==> config.mk <==
export PLATFORM = sky130hd
export DESIGN_NAME = board_io_glue
export DESIGN_NICKNAME = d
export VERILOG_FILES = /design/src/logic/board_io_glue.v /design/src/logic/line_driver_ctl.v /design/src/logic/reset_stretch.v
export VERILOG_INCLUDE_DIRS = /design/src /design/src/logic
export SDC_FILE = /design/constraint.sdc
export NUM_CORES = 1
export LEC_CHECK = 0
export BUFFER_PORTS_ARGS = -buffer_cell sky130_fd_sc_hd__buf_2
export CAP_MARGIN = 20
export CELL_PAD_IN_SITES_DETAIL_PLACEMENT = 1
export CELL_PAD_IN_SITES_GLOBAL_PLACEMENT = 2
export CORE_ASPECT_RATIO = 1.4
export CORE_MARGIN = 2
export CORE_UTILIZATION = 39
export CTS_CLUSTER_SIZE = 10
export DETAILED_ROUTE_END_ITERATION = 10
export PLACE_DENSITY_LB_ADDON = 0.1
export SYNTH_ARGS = -nofsm -noshare
export SYNTH_HDL_FRONTEND = slang
export SYNTH_SLANG_ARGS = --single-unit
==> constraint.sdc <==
create_clock -name clk -period 4.43 [get_ports clk]
set_input_delay 0.886 -clock clk [delete_from_list [all_inputs] [get_ports clk]]
set_output_delay 0.886 -clock clk [all_outputs]
set_load 0.02 [all_outputs]
==> src/logic/board_io_regs.vh <==
// Constants for the board I/O glue: register offsets, fields, reset values and timing counts.
`ifndef BOARD_IO_REGS_VH
`define BOARD_IO_REGS_VH
// ==========================================================================
// Register offsets
`define LED_PORT_ADDR      16'h01E0
`define MCR3_ADDR          16'h03EC
`define MCR4_ADDR          16'h02E8
`define MODE_ADDR          16'h01E3
`define GPIO0_ADDR         16'h01E4
`define GPIO0_IRQ_ADDR     16'h01E5
`define COM_CFG_ADDR       16'h01E6
`define REV_ADDR           16'h01E1
// ==========================================================================
// Fields
`define LED_BIT            7
`define RTS_BIT            1
`define PRODUCT_CODE       7'h2A
`define MCR_RESET          8'h02
`define MODE_232           2'h0
`define MODE_422           2'h1
`define MODE_485           2'h2
`define REV_SWAP_LIMIT     8'h10
`define ZERO8              8'h00
// ==========================================================================
// Timing
`define RESET_HOLD_NS      100
`define CLK_PERIOD_NS      10
`define RESET_HOLD_CYC     ((`RESET_HOLD_NS + `CLK_PERIOD_NS - 1) / `CLK_PERIOD_NS)
`endif

==> src/logic/board_io_glue.v <==
// Board I/O glue top: LED port, serial channel line control, USB fault status, reboot.
// ==========================================================================
// Overview of operation
// - RS-485 mode gates the channel's transmit driver from its request-to-send output.
// - Clearing modem control bit 1 drives request-to-send high and enables driver.
// - Setting modem control bit 1 drives request-to-send low, disabling the driver in RS-485 mode only.
// - Third and fourth channels select RS-232, RS-422 or RS-485 operation.
// - First and second channels are RS-232 only, no mode selection.
// - Serial interrupts may share lines only with other serial interrupts.
// - Each serial channel is enabled and addressed independently.
// - LED port bit 7 written one lights the LED, zero turns it off.
// - Pulling the push-button input low reboots the board.
// - USB power switch faults are active low status inputs.
// - First USB fault reads at general port bit 0, second at bit 1.
// - General port zero interrupts can be enabled and routed to a selected line.
// - Board revision 1.00 and earlier swaps general timer inputs 0 and 1.
// - LED port bits 6 to 0 read a fixed product code and ignore writes.
`include "board_io_regs.vh"
module board_io_glue (
  input  wire        clk,
  input  wire        rst,
  input  wire [15:0] io_addr,
  input  wire        io_rd,
  input  wire        io_wr,
  input  wire [7:0]  io_wdata,
  output reg  [7:0]  io_rdata_q,
  input  wire        pushbutton_reboot_input_n,
  output reg         board_reboot_q,
  output reg         programmable_led_output_oe_q,
  output reg         programmable_led_output_q,
  output reg         third_rts_q,
  output reg         third_tx_en_q,
  output reg         fourth_rts_q,
  output reg         fourth_tx_en_q,
  input  wire        first_usb_fault_n,
  input  wire        second_usb_fault_n,
  output reg         usb_irq_q,
  output reg  [3:0]  usb_irq_line_q,
  output reg  [3:0]  serial_enable_q,
  input  wire [1:0]  timer_in,
  output reg  [1:0]  timer_gp_q,
  input  wire [7:0]  board_revision
);
  // Product code value is arbitrary.
  localparam [6:0] PRODUCT = `PRODUCT_CODE;
  reg        led_q;
  reg  [7:0] mcr3_q;
  reg  [7:0] mcr4_q;
  reg  [3:0] mode_q;
  reg  [7:0] irq_q;
  reg  [3:0] cfg_q;
  reg  [7:0] rev_q;
  reg        rev_seen_q;
  reg        swap_q;
  reg  [7:0] rd_d;
  wire [1:0] faults   = {~second_usb_fault_n, ~first_usb_fault_n};
  wire [1:0] rts_bits = {mcr4_q[`RTS_BIT], mcr3_q[`RTS_BIT]};
  wire [1:0] chan_on  = cfg_q[3:2];
  wire [1:0] rts_ch;
  wire [1:0] en_ch;
  wire       reboot;
  // ==========================================================================
  // Address decode
  // Full 16-bit compare, so no alias of these ports elsewhere in I/O space is claimed.
  wire       hit_led  = (io_addr == `LED_PORT_ADDR);
  wire       hit_mcr3 = (io_addr == `MCR3_ADDR);
  wire       hit_mcr4 = (io_addr == `MCR4_ADDR);
  wire       hit_mode = (io_addr == `MODE_ADDR);
  wire       hit_irq  = (io_addr == `GPIO0_IRQ_ADDR);
  wire       hit_cfg  = (io_addr == `COM_CFG_ADDR);
  // ==========================================================================
  // Read values
  wire [7:0] led_rd   = {led_q, PRODUCT};
  wire [7:0] mode_rd  = {4'h0, mode_q};
  wire [7:0] gpio0_rd = {6'h00, ~faults};
  wire [7:0] cfg_rd   = {4'h0, cfg_q};
  // ==========================================================================
  // LED bit; the product code below it has no storage, so writes to it vanish.
  always @(posedge clk or posedge rst)
  begin
    if (rst)
    begin
      led_q <= 1'b0;
    end
    else if (io_wr && hit_led)
    begin
      led_q <= io_wdata[`LED_BIT];
    end
  end
  // ==========================================================================
  // Third channel modem control; reset leaves bit 1 set, so request-to-send starts low.
  always @(posedge clk or posedge rst)
  begin
    if (rst)
    begin
      mcr3_q <= `MCR_RESET;
    end
    else if (io_wr && hit_mcr3)
    begin
      mcr3_q <= io_wdata;
    end
  end
  // ==========================================================================
  // Fourth channel modem control
  always @(posedge clk or posedge rst)
  begin
    if (rst)
    begin
      mcr4_q <= `MCR_RESET;
    end
    else if (io_wr && hit_mcr4)
    begin
      mcr4_q <= io_wdata;
    end
  end
  // ==========================================================================
  // Line modes of the third and fourth channels; the first two have no mode at all.
  always @(posedge clk or posedge rst)
  begin
    if (rst)
    begin
      mode_q <= 4'h0;
    end
    else if (io_wr && hit_mode)
    begin
      mode_q <= io_wdata[3:0];
    end
  end
  // ==========================================================================
  // General port zero interrupt control
  always @(posedge clk or posedge rst)
  begin
    if (rst)
    begin
      irq_q <= `ZERO8;
    end
    else if (io_wr && hit_irq)
    begin
      irq_q <= io_wdata;
    end
  end
  // ==========================================================================
  // Channel enables
  always @(posedge clk or posedge rst)
  begin
    if (rst)
    begin
      cfg_q <= 4'hF;
    end
    else if (io_wr && hit_cfg)
    begin
      cfg_q <= io_wdata[3:0];
    end
  end
  // ==========================================================================
  // Revision capture after reset release; straps must not feed the async reset.
  always @(posedge clk or posedge rst)
  begin
    if (rst)
    begin
      rev_q      <= `ZERO8;
      rev_seen_q <= 1'b0;
      swap_q     <= 1'b0;
    end
    else if (!rev_seen_q)
    begin
      rev_q      <= board_revision;
      rev_seen_q <= 1'b1;
      swap_q     <= (board_revision <= `REV_SWAP_LIMIT);
    end
  end
  // ==========================================================================
  // Read mux
  always @*
  begin
    rd_d = `ZERO8;
    case (io_addr)
      `LED_PORT_ADDR:  rd_d = led_rd;
      `MCR3_ADDR:      rd_d = mcr3_q;
      `MCR4_ADDR:      rd_d = mcr4_q;
      `MODE_ADDR:      rd_d = mode_rd;
      `GPIO0_ADDR:     rd_d = gpio0_rd;
      `GPIO0_IRQ_ADDR: rd_d = irq_q;
      `COM_CFG_ADDR:   rd_d = cfg_rd;
      `REV_ADDR:       rd_d = rev_q;
      default:         rd_d = `ZERO8;
    endcase
  end
  // ==========================================================================
  // Serial line control, one controller per multi-mode channel
  genvar ch;
  generate
    for (ch = 0; ch < 2; ch = ch + 1)
    begin : g_line
      line_driver_ctl u_line (
        .clk           (clk),
        .rst           (rst),
        .mode          (mode_q[2*ch +: 2]),
        .rts_bit       (rts_bits[ch]),
        .rts_out_q     (rts_ch[ch]),
        .tx_drive_en_q (en_ch[ch])
      );
    end
  endgenerate
  // ==========================================================================
  // Push-button reboot
  reset_stretch u_reboot (
    .clk        (clk),
    .rst        (rst),
    .button_low (~pushbutton_reboot_input_n),
    .reboot_q   (reboot)
  );
  // ==========================================================================
  // Read data stands one cycle per read strobe and is zero otherwise.
  always @(posedge clk or posedge rst)
  begin
    if (rst)
    begin
      io_rdata_q <= `ZERO8;
    end
    else
    begin
      io_rdata_q <= io_rd ? rd_d : `ZERO8;
    end
  end
  // ==========================================================================
  // Board reboot output
  always @(posedge clk or posedge rst)
  begin
    if (rst)
    begin
      board_reboot_q <= 1'b0;
    end
    else
    begin
      board_reboot_q <= reboot;
    end
  end
  // ==========================================================================
  // LED pin is open drain: the data stays low and the enable sinks the current.
  always @(posedge clk or posedge rst)
  begin
    if (rst)
    begin
      programmable_led_output_oe_q <= 1'b0;
      programmable_led_output_q    <= 1'b0;
    end
    else
    begin
      programmable_led_output_oe_q <= led_q;
      programmable_led_output_q    <= 1'b0;
    end
  end
  // ==========================================================================
  // Serial outputs; a disabled channel keeps its handshake and driver quiet.
  always @(posedge clk or posedge rst)
  begin
    if (rst)
    begin
      third_rts_q     <= 1'b0;
      third_tx_en_q   <= 1'b0;
      fourth_rts_q    <= 1'b0;
      fourth_tx_en_q  <= 1'b0;
      serial_enable_q <= 4'h0;
    end
    else
    begin
      third_rts_q     <= rts_ch[0] & chan_on[0];
      third_tx_en_q   <= en_ch[0] & chan_on[0];
      fourth_rts_q    <= rts_ch[1] & chan_on[1];
      fourth_tx_en_q  <= en_ch[1] & chan_on[1];
      serial_enable_q <= cfg_q;
    end
  end
  // ==========================================================================
  // USB fault interrupt
  // The interrupt routes to one selected line only; sharing is left to software setup.
  always @(posedge clk or posedge rst)
  begin
    if (rst)
    begin
      usb_irq_q      <= 1'b0;
      usb_irq_line_q <= 4'h0;
    end
    else
    begin
      usb_irq_q      <= irq_q[7] & (|faults);
      usb_irq_line_q <= irq_q[3:0];
    end
  end
  // ==========================================================================
  // General timer inputs
  always @(posedge clk or posedge rst)
  begin
    if (rst)
    begin
      timer_gp_q <= 2'h0;
    end
    else if (swap_q)
    begin
      timer_gp_q <= {timer_in[0], timer_in[1]};
    end
    else
    begin
      timer_gp_q <= timer_in;
    end
  end
endmodule // board_io_glue

==> src/logic/line_driver_ctl.v <==
// Per-channel RS-232/422/485 line control for the third and fourth serial channels.
`include "board_io_regs.vh"
module line_driver_ctl (
  input  wire       clk,
  input  wire       rst,
  input  wire [1:0] mode,
  input  wire       rts_bit,
  output reg        rts_out_q,
  output reg        tx_drive_en_q
);
  // ==========================================================================
  // Driver gating
  // A set modem bit drives the handshake low; in RS-485 the handshake gates the driver.
  always @(posedge clk or posedge rst)
  begin
    if (rst)
    begin
      rts_out_q     <= 1'b0;
      tx_drive_en_q <= 1'b0;
    end
    else
    begin
      rts_out_q <= ~rts_bit;
      case (mode)
        `MODE_485: tx_drive_en_q <= ~rts_bit;
        `MODE_422: tx_drive_en_q <= 1'b1;
        default:   tx_drive_en_q <= 1'b1;
      endcase
    end
  end
endmodule // line_driver_ctl

==> src/logic/reset_stretch.v <==
// Stretches the synchronous push-button reboot request into a board reset pulse.
`include "board_io_regs.vh"
module reset_stretch (
  input  wire clk,
  input  wire rst,
  input  wire button_low,
  output reg  reboot_q
);
  localparam integer HOLD_CYC = `RESET_HOLD_CYC;
  localparam [7:0]   HOLD     = HOLD_CYC[7:0];
  reg [7:0] cnt_q;
  // ==========================================================================
  // Hold counter
  always @(posedge clk or posedge rst)
  begin
    if (rst)
    begin
      cnt_q    <= 8'h00;
      reboot_q <= 1'b0;
    end
    else if (button_low)
    begin
      cnt_q    <= HOLD;
      reboot_q <= 1'b1;
    end
    else if (cnt_q != 8'h00)
    begin
      cnt_q    <= cnt_q - 8'h01;
      reboot_q <= 1'b1;
    end
    else
      reboot_q <= 1'b0;
  end
endmodule // reset_stretch
After elaboration in Yosys (flattened, before gate mapping) --
Cells that the tools add are included.
Word-level totals: input bits 41, output and inout port bits 26, bits in registers 81
Cells by class: bitwise operators 10, add/subtract/negate cells 1, eq/ne operators 11, $lt $le $gt $ge 1, multiplexer cells 9, reductions and logical operators 8
Operators by type and width (count):
- 16-bit by 9-bit == test with 1-bit output, second input constant | 6
- 8-bit case mux with 8 select lines | 1
- 16-bit by 10-bit == test with 1-bit output, second input constant | 2
- 8-bit two-way mux | 3
- 8-bit by 5-bit <= comparator with 1-bit output, second input constant | 1
- 8-bit nonzero test | 1
- 8-bit by 1-bit subtractor with 8-bit output, second input constant | 1
- 1-bit logical AND | 6
- 1-bit bitwise AND | 5
- 2-bit == test, second input constant | 2
- 1-bit two-way mux | 4
- 1-bit NOT | 4
- 2-bit two-way mux | 1
- 2-bit by 1-bit inequality test with 1-bit output, second input constant | 1
- 2-bit NOT | 1
- 2-bit OR reduction | 1

Logic depth before layout (Yosys ltp) --
depth in word-level cells 4, mapped depth 6, gate-level depth less buffers 6

By module --
A second synthesis with hierarchy kept.
Unflattened totals: cells, all modules 278, area, all modules 3654.8 um2
Modules (own cells, without submodules):
- board_io_glue | seq. area each 1709.1 um2, times used 1, area an instance 3031.7 um2, cells each 218
- reset_stretch | seq. area each 225.2 um2, times used 1, area an instance 493.0 um2, cells each 50
- line_driver_ctl | seq. area each 50.0 um2, times used 2, area an instance 65.1 um2, cells each 5

Worst setup path after synthesis --
Ideal clock, no wire load.
path type input port to flip-flop, from input io_addr[13], to register mode_q[0], setup time 125 ps, cell stages on the path 5, required time 4305 ps, arrival 2911 ps, slack 1394 ps, path through or4_4 > buf_6 > or4_4 > or4b_4 > mux2_4
On the way: longest elaborated chain between the ends 2
Ends and longest elaborated chain:
- start, declared | line board_io_glue.v:22 | input wire [15:0] io_addr,
- 16-bit by 9-bit == test with 1-bit output
- 1-bit logical AND | line board_io_glue.v:124 | else if (io_wr && hit_mode)
- end signal, assigned | line board_io_glue.v:126 | mode_q <= io_wdata[3:0];
- end, declared | line board_io_glue.v:49 | reg [3:0] mode_q;
No other way between the ends. A chain may end at the register's enable or synchronous reset.

Worst setup path in the final report --
from input io_addr[13], to register io_rdata_q[5]
On the way: longest elaborated chain between the ends 3, elaborated cells between the ends (all ways) 10, classes of those cells eq/ne: 8; mux: 2
Ends and longest elaborated chain:
- 16-bit by 9-bit == test with 1-bit output / 16-bit by 10-bit == test with 1-bit output (equally long branches) | line board_io_glue.v:177 | case (io_addr)
- 8-bit case mux with 8 select lines * | line board_io_glue.v:177
- 8-bit two-way mux (no source line) *
- end signal, assigned | line board_io_glue.v:219 | io_rdata_q <= `ZERO8;
- end signal, assigned | line board_io_glue.v:223 | io_rdata_q <= io_rd ? rd_d : `ZERO8;
- end, declared | line board_io_glue.v:26 | output reg [7:0] io_rdata_q,
Mark *: on every way between the ends. The rest lies on a longest branch, timed or not.

==> flow_metrics.py <==
metrics = {
    "outcome": {
        "outcome": "finished clean",
    },
    "worst_hold_path": {
        "min-delay-start": "u_reboot.reboot_q",
        "hold_class": "reg -> reg",
        "hold_end": "board_reboot_q",
        "min_path_cells": 0,
    },
    "clock_tree": {
        "path_clk_slew_ns": 0.06,
        "htree_levels": 3,
        "clock_latency_ns": 0.34,
        "cts_tree": "done",
        "post_cts_buffers": 0,
        "clkSinkCount": 81,
        "hold_buffers": 0,
        "cts-buffers-inserted": 9,
        "post_cts_resized": 0,
        "clockBufferDepth": 2,
        "ctsRootBufferMaster": "clkbuf_16",
    },
    "die": {
        "dieArea_mm2": 0.009647,
        "die_y_um": 115.4,
        "die_w_um": 83.59,
        "initial_core_util_pct": 40.17,
        "row_count": 40,
        "ios": 67,
        "coreArea_mm2": 0.008608,
    },
    "drt": {
        "wl_per_cell_um": 18.25,
        "drtPass1Iterations": 6,
        "vias_per_cell": 5.349,
        "drc": 0,
        "routed_wirelength_um": 8156,
        "vias": 2391,
        "detail-route-antenna-nets": 0,
        "drt_iter0_markers": 61,
    },
    "place": {
        "dp_hpwl_um": 5958,
        "gp_congestion": 0.7910,
        "portBuffers": 65,
    },
    "synthesis": {
        "synth_top_family_by_area": "multiplexers",
        "syn-instance-count": 267,
        "synth_seq_cells": 81,
        "synth_edf_count": 0,
        "async_flop_share_pct": 100.0,
        "synth.yosys.seq_area_share_pct": 58.83,
        "ys.warnings.count": 0,
        "synth.area.top_cells": "dfrtp_1 54%, mux2_2 15%, dfstp_2 4.6%",
        "yosysTopAreaCellShare_pct": 54.27,
        "syn_nets": 310,
        "yosys_most_used_dff": "dfrtp_1",
        "synth_compound_area_share_pct": 6.621,
        "synth_largest_area_cell": "dfrtp_1",
        "synth_area_mm2": 0.003458,
        "synth_cell_types": 48,
        "synthMuxAreaShare_pct": 16.39,
        "avgSynthCellArea_um2": 12.95,
        "synth_xor_xnor_area_share_pct": 1.773,
        "yosys.area_share.simple_pct": 13.35,
        "synth-adder-area-share_pct": 0.7236,
    },
    "layout": {
        "n_antenna_cell": 0,
        "layout.cells.most_common": "dfrtp_1",
        "n_fill_cell": 932,
        "nets": 380,
        "area_growth_pct": 21.53,
        "final_cell_mix": "75 x dfrtp_1, 65 x buf_2, 45 x mux2_2",
        "drive_gt1_share_pct": 42.69,
    },
    "setup_path": {
        "r2r-end": "u_reboot.cnt_q[5]",
        "critPathArrivalTime_ns": 3.15,
        "reg2reg_slack_ns": 2.22,
        "worstSetupPathType": "in -> reg",
        "r2r_cells": 5,
        "start_kind": "input port",
        "end_kind": "flop",
        "crit-reg2reg-launch": "u_reboot.cnt_q[2]",
        "critPathRequiredTime_ns": 4.65,
        "cp_max_fo": 8,
    },
    "sta": {
        "max_freq_ghz": 0.3421,
        "slew_violations": 0,
        "period_share_pct": 65.99,
        "setup_viol": 0,
        "report.final.hold_viol_count": 0,
        "rsz0062_at_grt": "false",
        "fin_setup_tns_ns": 0,
        "worst_slew_pin_slew_ns": 1.019,
        "period_minus_slack_ns": 2.923,
        "fin_skew_ns": 0.006160,
        "relSlewSlack_pct": 31.48,
    },
    "power_and_ir_drop": {
        "powerDensity_mw_per_mm2": 393.7,
        "irDropWorstVdd_mv": 0.2891,
        "leakage_nw": 1.973,
        "p_total_mw": 1.655,
    },
    "global_routing": {
        "grt_use_total_pct": 17.82,
        "grt_max_degree": 55,
        "grt_pass1_wl_um": 12960,
        "grt_antenna_before_repair": 0,
        "grt_overflow": 0,
        "first_global_vias": 2488,
    },
    "flow_run": {
        "max_cap_viol_count": 0,
    },
}
[Yosys cell counts (2+ instances only)]
cell and number:
xnor2_1 5, nor4bb_1 2, nand3_1 7, nand4b_1 3, nand3b_1 3, nor2b_1 2, mux2_4 4, o22ai_1 2
xor2_1 2, nor2_1 8, and2_1 9, ha_1 2, clkbuf_1 4, conb_1 2, dfstp_2 6, nor4_1 7
nor3_1 4, or4_4 2, dfrtp_1 75, nand2_1 17, a31oi_1 3, a32oi_1 2, mux2_2 45, nand4_1 2
or3_1 3, inv_1 8, a22oi_1 10, a21oi_1 8
[registers in the layout, summed over array words and instances (netlist names), 2 cells and up]
name,cells
mode_q,4
mcr4_q,8
g_line.u_line.rts_out_q,2
usb_irq_line_q,4
u_reboot.cnt_q,8
mcr3_q,8
g_line.u_line.tx_drive_en_q,2
timer_gp_q,2
serial_enable_q,4
rev_q,8
io_rdata_q,8
irq_q,8
cfg_q,4
[critical path, cell delays in order]
cell and delay, ns:
buf_2 0.10, or4_4 0.60, nor4_1 0.64, nand3_1 0.56, a21oi_1 0.37
[cells by family (layout without fill, tap and decap cells)]
kind of cell | count (synthesis) | after routing
xor gates and xnor gates | 7 | 7
buffers and inverters | 16 | 91
DFF | 81 | 81
other | 2 | 2
adders and majority gates | 2 | 2
and+or+nand+nor | 77 | 77
muxes | 49 | 49
AOI/OAI and AO/OA | 33 | 33
[through the flow]
stage | utilization [%] | std cells | worst slack (ns) | area [um^2] | hold WS [ns]
finish | 48.82 | 447 | 1.507 | 4203 | 0.3460
global route | 48.82 | 447 | 1.429 | 4203 | 0.3686
CTS | 48.82 | 447 | 1.513 | 4203 | 0.3487
detailed placement | 45.25 | 431 | 1.147 | 3895 | 0.3358
global placement | 45.25 | 431 | 1.152 | 3895 | 0.3313
floorplan | - | 267 | 1.394 | 3458 | 0.3312
[cell type report]
cell class / instances / area, um^2 / share of cell area [%]
inverter: 8 / 31.28 / 0.7443
sequential: 81 / 2034 / 48.41
multi-input combinational: 170 / 1358 / 32.30
clock inverter: 4 / 51.30 / 1.221
tap: 105 / 131.4 / 3.126
clock buffer: 12 / 256.5 / 6.103
timing repair buffer: 67 / 340.3 / 8.098
[worst max path at each step]
stage                startpoint  depth (start not counted)            end  slack (ns)
finish              io_addr[13]                          5  io_rdata_q[5]        1.51
global route         io_addr[1]                          6      mcr3_q[0]        1.43
CTS                  io_addr[1]                          6      mcr3_q[3]        1.51
detailed placement  io_addr[13]                          5  io_rdata_q[5]        1.15
global placement    io_addr[13]                          5  io_rdata_q[5]        1.15
floorplan           io_addr[13]                          5      mode_q[0]        1.39
[where the power goes]
part           internal (mW)  switching [mW]  leakage, nW
Sequential             0.759          0.0166         1.04
Clock                  0.468           0.295        0.149
Combinational         0.0506          0.0656        0.781
[metal layers]
metal  routed length, um  global-route usage [%]  up-vias
li1                    -                       -     1109
met1                3264                   19.92     1227
met2                4424                   32.16       44
met3                 306                   4.701       11
met4                 160                   7.634        0
met5                   0                       0        -
(Power assumes the default switching activity.)
